<file path="src/core/pec_pkg.sv">
// Constants for the pulse event counter
// Operation
// Inputs coded 31 trigger the counter
// Inputs coded 28 clear the count
// Software sets fast type 1 first
// Fast type 0 pulse, 1 digital
// Count restarts after reaching set value
// Output coded 18 on at set value
// Output coded 19 on at designated value
// One increment per trigger rising edge
package pec_pkg;

  // ****************************************
  // Sizes
  // ****************************************
  localparam int CNT_W_DEF = 16;
  localparam int ADDR_W = 8;
  localparam int IN_FN_W = 7;
  localparam int OUT_FN_W = 6;
  localparam int LANE_W = 8;
  localparam int ST_W = 2;

  // ****************************************
  // Register offsets
  // ****************************************
  localparam logic [7:0] OFF_CFG = 8'h00;
  localparam logic [7:0] OFF_IN_FN = 8'h04;
  localparam logic [7:0] OFF_FAST_FN = 8'h08;
  localparam logic [7:0] OFF_OUT_FN = 8'h0C;
  localparam logic [7:0] OFF_SET_CNT = 8'h10;
  localparam logic [7:0] OFF_DES_CNT = 8'h14;
  localparam logic [7:0] OFF_ACC_CNT = 8'h18;
  localparam logic [7:0] OFF_IRQ_STAT = 8'h1C;
  localparam logic [7:0] OFF_IRQ_MASK = 8'h20;

  // ****************************************
  // Field positions and codes
  // ****************************************
  localparam int ST_SET = 0;
  localparam int ST_DES = 1;
  localparam logic FAST_PULSE = 1'h0;
  localparam logic FAST_DIGITAL = 1'h1;
  localparam logic [6:0] FN_CNT_CLR = 7'h1C;
  localparam logic [6:0] FN_CNT_TRIG = 7'h1F;
  localparam logic [5:0] OUT_SET_HIT = 6'h12;
  localparam logic [5:0] OUT_DES_HIT = 6'h13;

  // ****************************************
  // Reset values
  // ****************************************
  localparam logic RST_FAST_TYPE = 1'h0;
  localparam logic [6:0] RST_IN1_FN = 7'h01;
  localparam logic [6:0] RST_IN2_FN = 7'h04;
  localparam logic [6:0] RST_IN3_FN = 7'h07;
  localparam logic [6:0] RST_IN4_FN = 7'h00;
  localparam logic [6:0] RST_FAST_FN = 7'h00;
  localparam logic [5:0] RST_Y_FN = 6'h00;
  localparam logic [5:0] RST_RO1_FN = 6'h01;
  localparam logic [5:0] RST_RO2_FN = 6'h05;
  localparam logic [1:0] RST_MASK = 2'h0;

endpackage : pec_pkg

</file>
<file path="src/core/pec_sync.sv">
// Two flip-flop synchroniser
`timescale 1ns/1ns
`default_nettype none
module pec_sync #(
  parameter int WIDTH = 1
) (
  input wire logic clk_i,
  input wire logic rst_b_i,
  input wire logic [WIDTH-1:0] d_i,
  output logic [WIDTH-1:0] q_o
);

  typedef struct packed {
    logic [WIDTH-1:0] meta;
    logic [WIDTH-1:0] q;
  } pec_sync_s;

  pec_sync_s s_reg;
  pec_sync_s s_next;

  // ****************************************
  // Two stages
  // ****************************************
  always_comb
  begin
    s_next.meta = d_i;
    s_next.q = s_reg.meta;
  end

  always_ff @(posedge clk_i or negedge rst_b_i)
  begin
    if (!rst_b_i)
    begin
      s_reg <= '0;
    end
    else
    begin
      s_reg <= s_next;
    end
  end

  assign q_o = s_reg.q;

endmodule : pec_sync
`default_nettype wire

</file>
<file path="src/core/pec_top.sv">
// Pulse event counter with APB registers
`timescale 1ns/1ns
`default_nettype none
module pec_top #(
  parameter int CNT_W = pec_pkg::CNT_W_DEF
) (
  input wire logic clk_i,
  input wire logic rst_b_i,
  input wire logic psel_i,
  input wire logic penable_i,
  input wire logic pwrite_i,
  input wire logic [pec_pkg::ADDR_W-1:0] paddr_i,
  input wire logic [31:0] pwdata_i,
  output logic [31:0] prdata_o,
  output logic pready_o,
  output logic pslverr_o,
  input wire logic digital_input_one_i,
  input wire logic digital_input_two_i,
  input wire logic digital_input_three_i,
  input wire logic digital_input_four_i,
  input wire logic fast_pulse_pin_i,
  output logic transistor_output_o,
  output logic relay_output_one_o,
  output logic relay_output_two_o,
  output logic irq_o
);

  if (CNT_W < 1 || CNT_W > 32)
  begin : g_chk
    $error("CNT_W must be 1 to 32");
  end

  typedef struct packed {
    logic fast_type;
    logic [3:0][pec_pkg::IN_FN_W-1:0] in_fn;
    logic [pec_pkg::IN_FN_W-1:0] fast_fn;
    logic [pec_pkg::OUT_FN_W-1:0] y_fn;
    logic [pec_pkg::OUT_FN_W-1:0] ro1_fn;
    logic [pec_pkg::OUT_FN_W-1:0] ro2_fn;
    logic [CNT_W-1:0] set_cnt;
    logic [CNT_W-1:0] des_cnt;
    logic [CNT_W-1:0] cnt;
    logic [pec_pkg::ST_W-1:0] stat;
    logic [pec_pkg::ST_W-1:0] mask;
    logic trig_prev;
    logic [31:0] prdata;
    logic pready;
    logic pslverr;
    logic y_out;
    logic ro1_out;
    logic ro2_out;
    logic irq;
  } pec_state_s;

  pec_state_s s_reg;
  pec_state_s s_next;
  logic rst_b_q;
  logic [4:0] pins_q;
  logic [3:0] in_q;
  logic fast_q;
  logic trig;
  logic clr_act;
  logic in_trig;
  logic rise;

  // ****************************************
  // Reset release and pin synchronisers
  // ****************************************
  pec_sync #(.WIDTH(1)) u_rst_sync (
    .clk_i(clk_i),
    .rst_b_i(rst_b_i),
    .d_i(1'b1),
    .q_o(rst_b_q)
  );

  pec_sync #(.WIDTH(5)) u_pin_sync (
    .clk_i(clk_i),
    .rst_b_i(rst_b_q),
    .d_i({fast_pulse_pin_i, digital_input_four_i, digital_input_three_i,
          digital_input_two_i, digital_input_one_i}),
    .q_o(pins_q)
  );

  assign in_q = pins_q[3:0];
  assign fast_q = pins_q[4];

  // ****************************************
  // Helpers
  // ****************************************
  function automatic logic sel_hit(
    input logic [3:0] act,
    input logic [3:0][pec_pkg::IN_FN_W-1:0] fn,
    input logic [pec_pkg::IN_FN_W-1:0] code
  );
    logic hit;
    hit = 1'b0;
    for (int i = 0; i < 4; i++)
    begin
      hit = hit | (act[i] && fn[i] == code);
    end
    return hit;
  endfunction : sel_hit

  function automatic logic out_drive(
    input logic [pec_pkg::OUT_FN_W-1:0] fn,
    input logic [CNT_W-1:0] cnt,
    input logic [CNT_W-1:0] set_v,
    input logic [CNT_W-1:0] des_v
  );
    return (fn == pec_pkg::OUT_SET_HIT && cnt == set_v) ||
           (fn == pec_pkg::OUT_DES_HIT && cnt == des_v);
  endfunction : out_drive

  // ****************************************
  // Input decode
  // ****************************************
  // trigger selection
  assign in_trig = sel_hit(in_q, s_reg.in_fn, pec_pkg::FN_CNT_TRIG);
  // fast pin used as digital input only
  assign trig = in_trig | (s_reg.fast_type == pec_pkg::FAST_DIGITAL && fast_q &&
                           s_reg.fast_fn == pec_pkg::FN_CNT_TRIG);
  // clear selection
  assign clr_act = sel_hit(in_q, s_reg.in_fn, pec_pkg::FN_CNT_CLR) |
                   (s_reg.fast_type == pec_pkg::FAST_DIGITAL && fast_q &&
                    s_reg.fast_fn == pec_pkg::FN_CNT_CLR);
  // edge detect
  assign rise = trig & ~s_reg.trig_prev;

  // ****************************************
  // Next state
  // ****************************************
  always_comb
  begin
    logic setup;
    logic acc;
    logic mapped;
    logic [31:0] rd;
    logic [pec_pkg::ST_W-1:0] ev;
    setup = psel_i & ~penable_i;
    acc = psel_i & penable_i & s_reg.pready;
    mapped = 1'b1;
    rd = 32'h0;
    ev = '0;
    s_next = s_reg;
    unique case (paddr_i)
      pec_pkg::OFF_CFG: rd[0] = s_reg.fast_type;
      pec_pkg::OFF_IN_FN:
        for (int i = 0; i < 4; i++)
        begin
          rd[i*pec_pkg::LANE_W +: pec_pkg::IN_FN_W] = s_reg.in_fn[i];
        end
      pec_pkg::OFF_FAST_FN: rd[pec_pkg::IN_FN_W-1:0] = s_reg.fast_fn;
      pec_pkg::OFF_OUT_FN: rd[23:0] = {2'h0, s_reg.ro2_fn, 2'h0, s_reg.ro1_fn,
                                       2'h0, s_reg.y_fn};
      pec_pkg::OFF_SET_CNT: rd[CNT_W-1:0] = s_reg.set_cnt;
      pec_pkg::OFF_DES_CNT: rd[CNT_W-1:0] = s_reg.des_cnt;
      pec_pkg::OFF_ACC_CNT: rd[CNT_W-1:0] = s_reg.cnt;
      pec_pkg::OFF_IRQ_STAT: rd[pec_pkg::ST_W-1:0] = s_reg.stat;
      pec_pkg::OFF_IRQ_MASK: rd[pec_pkg::ST_W-1:0] = s_reg.mask;
      default: mapped = 1'b0;
    endcase
    // Bus: one wait-free access phase after setup
    s_next.pready = setup;
    if (setup)
    begin
      s_next.prdata = mapped ? rd : 32'h0;
      s_next.pslverr = ~mapped;
    end
    if (acc && pwrite_i && mapped)
    begin
      unique case (paddr_i)
        pec_pkg::OFF_CFG: s_next.fast_type = pwdata_i[0];
        pec_pkg::OFF_IN_FN:
          for (int i = 0; i < 4; i++)
          begin
            s_next.in_fn[i] = pwdata_i[i*pec_pkg::LANE_W +: pec_pkg::IN_FN_W];
          end
        pec_pkg::OFF_FAST_FN: s_next.fast_fn = pwdata_i[pec_pkg::IN_FN_W-1:0];
        pec_pkg::OFF_OUT_FN:
        begin
          s_next.y_fn = pwdata_i[5:0];
          s_next.ro1_fn = pwdata_i[13:8];
          s_next.ro2_fn = pwdata_i[21:16];
        end
        pec_pkg::OFF_SET_CNT: s_next.set_cnt = pwdata_i[CNT_W-1:0];
        pec_pkg::OFF_DES_CNT: s_next.des_cnt = pwdata_i[CNT_W-1:0];
        pec_pkg::OFF_IRQ_MASK: s_next.mask = pwdata_i[pec_pkg::ST_W-1:0];
        default: s_next.mask = s_reg.mask;
      endcase
    end
    // Read clears only the status bits that were returned
    if (acc && !pwrite_i && paddr_i == pec_pkg::OFF_IRQ_STAT)
    begin
      s_next.stat = s_reg.stat & ~s_reg.prdata[pec_pkg::ST_W-1:0];
    end
    s_next.trig_prev = trig;
    // clear has priority
    if (clr_act)
    begin
      s_next.cnt = '0;
    end
    // count on rising edge
    else if (rise)
    begin
      // restart after set value reached
      if (s_reg.cnt >= s_reg.set_cnt)
      begin
        s_next.cnt = CNT_W'(1);
      end
      else
      begin
        s_next.cnt = s_reg.cnt + CNT_W'(1);
      end
      ev[pec_pkg::ST_SET] = (s_next.cnt == s_reg.set_cnt);
      ev[pec_pkg::ST_DES] = (s_next.cnt == s_reg.des_cnt);
    end
    s_next.stat = s_next.stat | ev;
    // set value outputs
    // designated value outputs
    s_next.y_out = out_drive(s_next.y_fn, s_next.cnt, s_next.set_cnt, s_next.des_cnt);
    s_next.ro1_out = out_drive(s_next.ro1_fn, s_next.cnt, s_next.set_cnt, s_next.des_cnt);
    s_next.ro2_out = out_drive(s_next.ro2_fn, s_next.cnt, s_next.set_cnt, s_next.des_cnt);
    s_next.irq = |(s_next.stat & s_next.mask);
  end

  always_ff @(posedge clk_i or negedge rst_b_q)
  begin
    if (!rst_b_q)
    begin
      s_reg <= '0;
      s_reg.fast_type <= pec_pkg::RST_FAST_TYPE;
      s_reg.in_fn <= {pec_pkg::RST_IN4_FN, pec_pkg::RST_IN3_FN,
                      pec_pkg::RST_IN2_FN, pec_pkg::RST_IN1_FN};
      s_reg.fast_fn <= pec_pkg::RST_FAST_FN;
      s_reg.y_fn <= pec_pkg::RST_Y_FN;
      s_reg.ro1_fn <= pec_pkg::RST_RO1_FN;
      s_reg.ro2_fn <= pec_pkg::RST_RO2_FN;
      s_reg.mask <= pec_pkg::RST_MASK;
    end
    else
    begin
      s_reg <= s_next;
    end
  end

  assign prdata_o = s_reg.prdata;
  assign pready_o = s_reg.pready;
  assign pslverr_o = s_reg.pslverr;
  assign transistor_output_o = s_reg.y_out;
  assign relay_output_one_o = s_reg.ro1_out;
  assign relay_output_two_o = s_reg.ro2_out;
  assign irq_o = s_reg.irq;
endmodule : pec_top
`default_nettype wire

</file>
<file path="config.mk">
export PLATFORM = sky130hd
export DESIGN_NAME = pec_top
export DESIGN_NICKNAME = d
export VERILOG_FILES = /design/src/core/pec_pkg.sv /design/src/core/pec_sync.sv /design/src/core/pec_top.sv
export SDC_FILE = /design/constraint.sdc
export NUM_CORES = 1
export LEC_CHECK = 0
export BUFFER_PORTS_ARGS = -buffer_cell sky130_fd_sc_hd__buf_4
export CORE_UTILIZATION = 30
export CTS_CLUSTER_DIAMETER = 120
export CTS_CLUSTER_SIZE = 10
export DETAILED_ROUTE_END_ITERATION = 16
export PLACE_DENSITY = 0.49
export RECOVER_POWER = 25
export SYNTH_ARGS = -nofsm -noshare
export SYNTH_HDL_FRONTEND = slang
export SYNTH_HIERARCHICAL = 1
export SYNTH_SLANG_ARGS = --single-unit
</file>
<file path="constraint.sdc">
create_clock -name clk_i -period 5.3 [get_ports clk_i]
set_input_delay 0.53 -clock clk_i [delete_from_list [all_inputs] [get_ports clk_i]]
set_output_delay 0.53 -clock clk_i [all_outputs]
set_load 0.02 [all_outputs]
</file>
==> report_table.html <==
<table>
<tr><th>Metric</th><th>Value</th></tr>
<tr><th colspan="2">Outcome</th></tr>
<tr><td>Run status</td><td>finished with violations</td></tr>
<tr><td>Violations in the final reports</td><td>max-capacitance violations, max-slew violations</td></tr>
<tr><th colspan="2">STA</th></tr>
<tr><td>Achievable frequency</td><td>0.231 GHz</td></tr>
<tr><td>Max-slew violation count</td><td>95</td></tr>
<tr><td>Final worst clock skew</td><td>around 0.011 ns</td></tr>
<tr><td>Tcrit/Tclk final</td><td>81.7%</td></tr>
<tr><td>Hold Violations, Final</td><td>0</td></tr>
<tr><td>Time the final worst path needs with I/O delays and setup</td><td>~4.3 ns</td></tr>
<tr><td>Sum of negative setup slack</td><td>0 ns</td></tr>
<tr><td>RSZ-0062 raised after global routing</td><td>false</td></tr>
<tr><td>Max transition margin</td><td>-56.0%</td></tr>
<tr><td>Actual transition at the worst max-transition pin</td><td>2.34 ns</td></tr>
<tr><td>Final setup violation count</td><td>0</td></tr>
<tr><th colspan="2">Power</th></tr>
<tr><td>Max VDD drop</td><td>183 uV</td></tr>
<tr><td>Total leakage power</td><td>between 0.004 and 0.005 uW</td></tr>
<tr><td>Total power of the final layout</td><td>2490 uW</td></tr>
<tr><td>PD cells</td><td>247 mW/mm2</td></tr>
<tr><th colspan="2">GRT</th></tr>
<tr><td>Antenna violations before repair</td><td>0</td></tr>
<tr><td>First-pass GRT wire length</td><td>42900 um</td></tr>
<tr><td>GR Overflow Total</td><td>0</td></tr>
<tr><td>Number of global-route vias before repair</td><td>6978</td></tr>
<tr><td>All-layer global routing usage</td><td>19.0%</td></tr>
<tr><td>Maximum number of pins on one net before global-route repair</td><td>between 50 and 60</td></tr>
<tr><th colspan="2">Logic synthesis</th></tr>
<tr><td>Number of flops mapped to enable cells by yosys</td><td>0</td></tr>
<tr><td>Leading post-synthesis cells by cell area</td><td>dfrtp_1 42%, mux2_2 9.6%, xnor2_1 3.3%</td></tr>
<tr><td>Post-synthesis cell type with the largest combined area</td><td>dfrtp_1</td></tr>
<tr><td>Syn. warnings</td><td>6</td></tr>
<tr><td>Ys async rst share</td><td>100%</td></tr>
<tr><td>Synth unique cells</td><td>75</td></tr>
<tr><td>Average instance area after synthesis</td><td>10.3 um2</td></tr>
<tr><td>Cells after synthesis</td><td>853</td></tr>
<tr><td>Total of flip-flops plus latches after synthesis</td><td>155</td></tr>
<tr><td>Proportion of synthesized chip area in sequential cells</td><td>between 40% and 50%</td></tr>
<tr><td>Top FF cell, synth</td><td>dfrtp_1</td></tr>
<tr><td>Post-synth top area share</td><td>42.0%</td></tr>
<tr><td>Netlist area before placement</td><td>0.00875 mm2</td></tr>
<tr><th colspan="2">Finish</th></tr>
<tr><td>Share of final-layout standard cells stronger than drive strength 1</td><td>24.2%</td></tr>
<tr><td>Final instance count without filler cells</td><td>1296</td></tr>
<tr><td>Final layout net count</td><td>about 970</td></tr>
<tr><td>Leading cell type in the layout, fill and taps excluded</td><td>dfrtp_1</td></tr>
<tr><td>Antenna Diode Count</td><td>0</td></tr>
<tr><td>Area delta synth-&gt;final</td><td>14.8%</td></tr>
<tr><td>Layout fillers</td><td>2984</td></tr>
<tr><td>Commonest non-fill, non-tap cells in the layout</td><td>147 x dfrtp_1, 83 x buf_4, 74 x nand2_1, 74 x mux2_2, 41 x o21ai_0</td></tr>
<tr><td>Max reg flops</td><td>107</td></tr>
<tr><th colspan="2">Route</th></tr>
<tr><td>Average vias per placed instance</td><td>5.30</td></tr>
<tr><td>Final ANT Viol Nets</td><td>0</td></tr>
<tr><td>DRC</td><td>0</td></tr>
<tr><td>DRC marker count from the first detailed-route iteration</td><td>589</td></tr>
<tr><td>Pre-antenna DRT Iters</td><td>5</td></tr>
<tr><td>Per-cell routed wire length</td><td>21.3 um</td></tr>
<tr><td>Total routed wirelength</td><td>~28000 um</td></tr>
<tr><td>Number of vias in the routed layout</td><td>6863</td></tr>
<tr><th colspan="2">CTS</th></tr>
<tr><td>Total clock sinks</td><td>155</td></tr>
<tr><td>Number of buffers inserted during clock tree synthesis</td><td>17</td></tr>
<tr><td>Number of levels the H-tree was split into</td><td>4</td></tr>
<tr><td>Longest Clk Path Bufs</td><td>2</td></tr>
<tr><td>Number of instances resized during post-cts repair</td><td>0</td></tr>
<tr><td>Clk pin slew, worst setup/hold paths</td><td>around 0.070 ns</td></tr>
<tr><td>Root cell of the clock tree</td><td>clkbuf_16</td></tr>
<tr><td>Clock tree from TritonCTS</td><td>done</td></tr>
<tr><td>Worst skew pair latency</td><td>~0.43 ns</td></tr>
<tr><th colspan="2">Die</th></tr>
<tr><td>Horiz. Die Dim</td><td>173 um</td></tr>
<tr><td>DIE HEIGHT</td><td>~170 um</td></tr>
<tr><td>Total I/O pin count</td><td>88</td></tr>
<tr><td>Die outline area</td><td>0.0299 mm2</td></tr>
<tr><td>Initial cell density of the core</td><td>30.5%</td></tr>
<tr><td>Standard cell core area</td><td>0.0287 mm2</td></tr>
<tr><td>Cell Rows</td><td>62</td></tr>
<tr><th colspan="2">Hold path</th></tr>
<tr><td>Path class of the lowest-slack min-delay path</td><td>in2reg</td></tr>
<tr><th colspan="2">Worst setup path</th></tr>
<tr><td>Required time of the critical path</td><td>5.68 ns</td></tr>
<tr><td>Startpoint type of the worst setup path</td><td>flop</td></tr>
<tr><td>Kind of end point of the critical path</td><td>flop</td></tr>
<tr><td>Category of the most critical setup path</td><td>reg2reg</td></tr>
<tr><td>Crit path max fanout</td><td>15</td></tr>
<tr><td>Critical path data arrival time</td><td>between 4 and 5 ns</td></tr>
<tr><th colspan="2">Placement</th></tr>
<tr><td>Weighted congestion reported at the end of routability-driven placement</td><td>0.866</td></tr>
<tr><td>PortBufs</td><td>83</td></tr>
<tr><td>Placed cells</td><td>around 1300</td></tr>
<tr><td>Detailed placement HPWL</td><td>20300 um</td></tr>
<tr><th colspan="2">Run</th></tr>
<tr><td>Maximum Capacitance Violations</td><td>2</td></tr>
</table>
## worst max-delay path, stage by stage, from the launching register on
cell      delay [ns]
dfrtp_1         0.55
inv_1           0.20
ha_1            0.33
nor2b_1         0.10
o21ai_0         0.11
a21oi_1         0.35
o21a_1          0.44
buf_4           0.30
a32o_1          0.23
a21oi_1         0.08
nand4b_1        0.22
nor4b_1         0.44
nand4_1         0.34
mux2i_1         0.35
and4b_1         0.22
## logic make-up (layout without fill, tap and decap cells)
logic type,count (synthesis),count (layout),share of synthesized area (%)
AOI/OAI and AO/OA,191,191,15.5
xor gates and xnor gates,52,52,5.20
adders and majority gates,17,17,2.43
buffers and inverters,108,166,6.80
DFF,155,155,44.4
muxes,80,80,10.3
other,2,3,0.0858
and+or+nand+nor,248,248,15.3
## layer usage
metal	track usage (%)	routed length (um)	vias up
met4	7.26	850	0
met1	26.9	13100	3418
met3	3.41	1410	41
li1	-	-	3207
met5	0	0	-
met2	28.6	12200	197
## power by group
group | internal, uW | total, uW | switching [uW]
Clock | 621 | 1170 | 545
Sequential | 1200 | 1210 | 14.2
Combinational | 42.5 | 109 | 66.5
## cells in the mapped netlist, types with 17 or more instances
cell type  count
xnor2_1       33
ha_1          17
clkbuf_1      25
inv_1         28
dfrtp_1      147
o21ai_0       41
mux2_2        75
a21oi_1       31
nor2_1        39
nand2_1       74
buf_4         37
xor2_1        19
nand3_1       26
## final cells by class
class	count	area [um2]	area share, %
multi-input cells	591	4280	42.6
flip-flops and latches	155	3890	38.7
repair buffers	106	751	7.47
well taps	384	480	4.78
clock buffers	18	439	4.37
clock inverters	14	110	1.10
inverters	28	105	1.05
## what timing repair did
item / CTS / global route
hold endpoints to repair: 2 / 0
setup buffers: 0 / 0
hold buffers: 1 / 0
## worst paths after layout
kind,cells after the start,end,slack (ns),startpoint
max,14,relay_output_one_o,0.97,s_reg[43]
max reg2reg,14,relay_output_one_o,0.97,s_reg[43]
min reg2reg,0,u_pin_sync/q_o[3],0.35,u_pin_sync/s_next[3]
min,1,u_pin_sync/s_next[2],0.23,digital_input_three_i
min in group asynchronous,2,u_rst_sync/s_next[0],0.41,rst_b_i
max in group asynchronous,1,s_reg[95],2.56,u_rst_sync/q_o
## per-stage QoR
stage / hold WS (ns) / cell area, um2 / utilization, % / setup slack (ns)
after floorplan: 0.234 / 8760 / - / 0.675
after global placement: 0.314 / 9560 / 33.3 / 1.01
after detailed placement: 0.315 / 9560 / 33.3 / 1.00
after CTS: 0.188 / 10100 / 35.3 / 1.00
after global routing: 0.217 / 10100 / 35.0 / 0.699
final: 0.228 / 10100 / 35.0 / 0.969
Note: power is estimated with default switching activity, not from simulation.
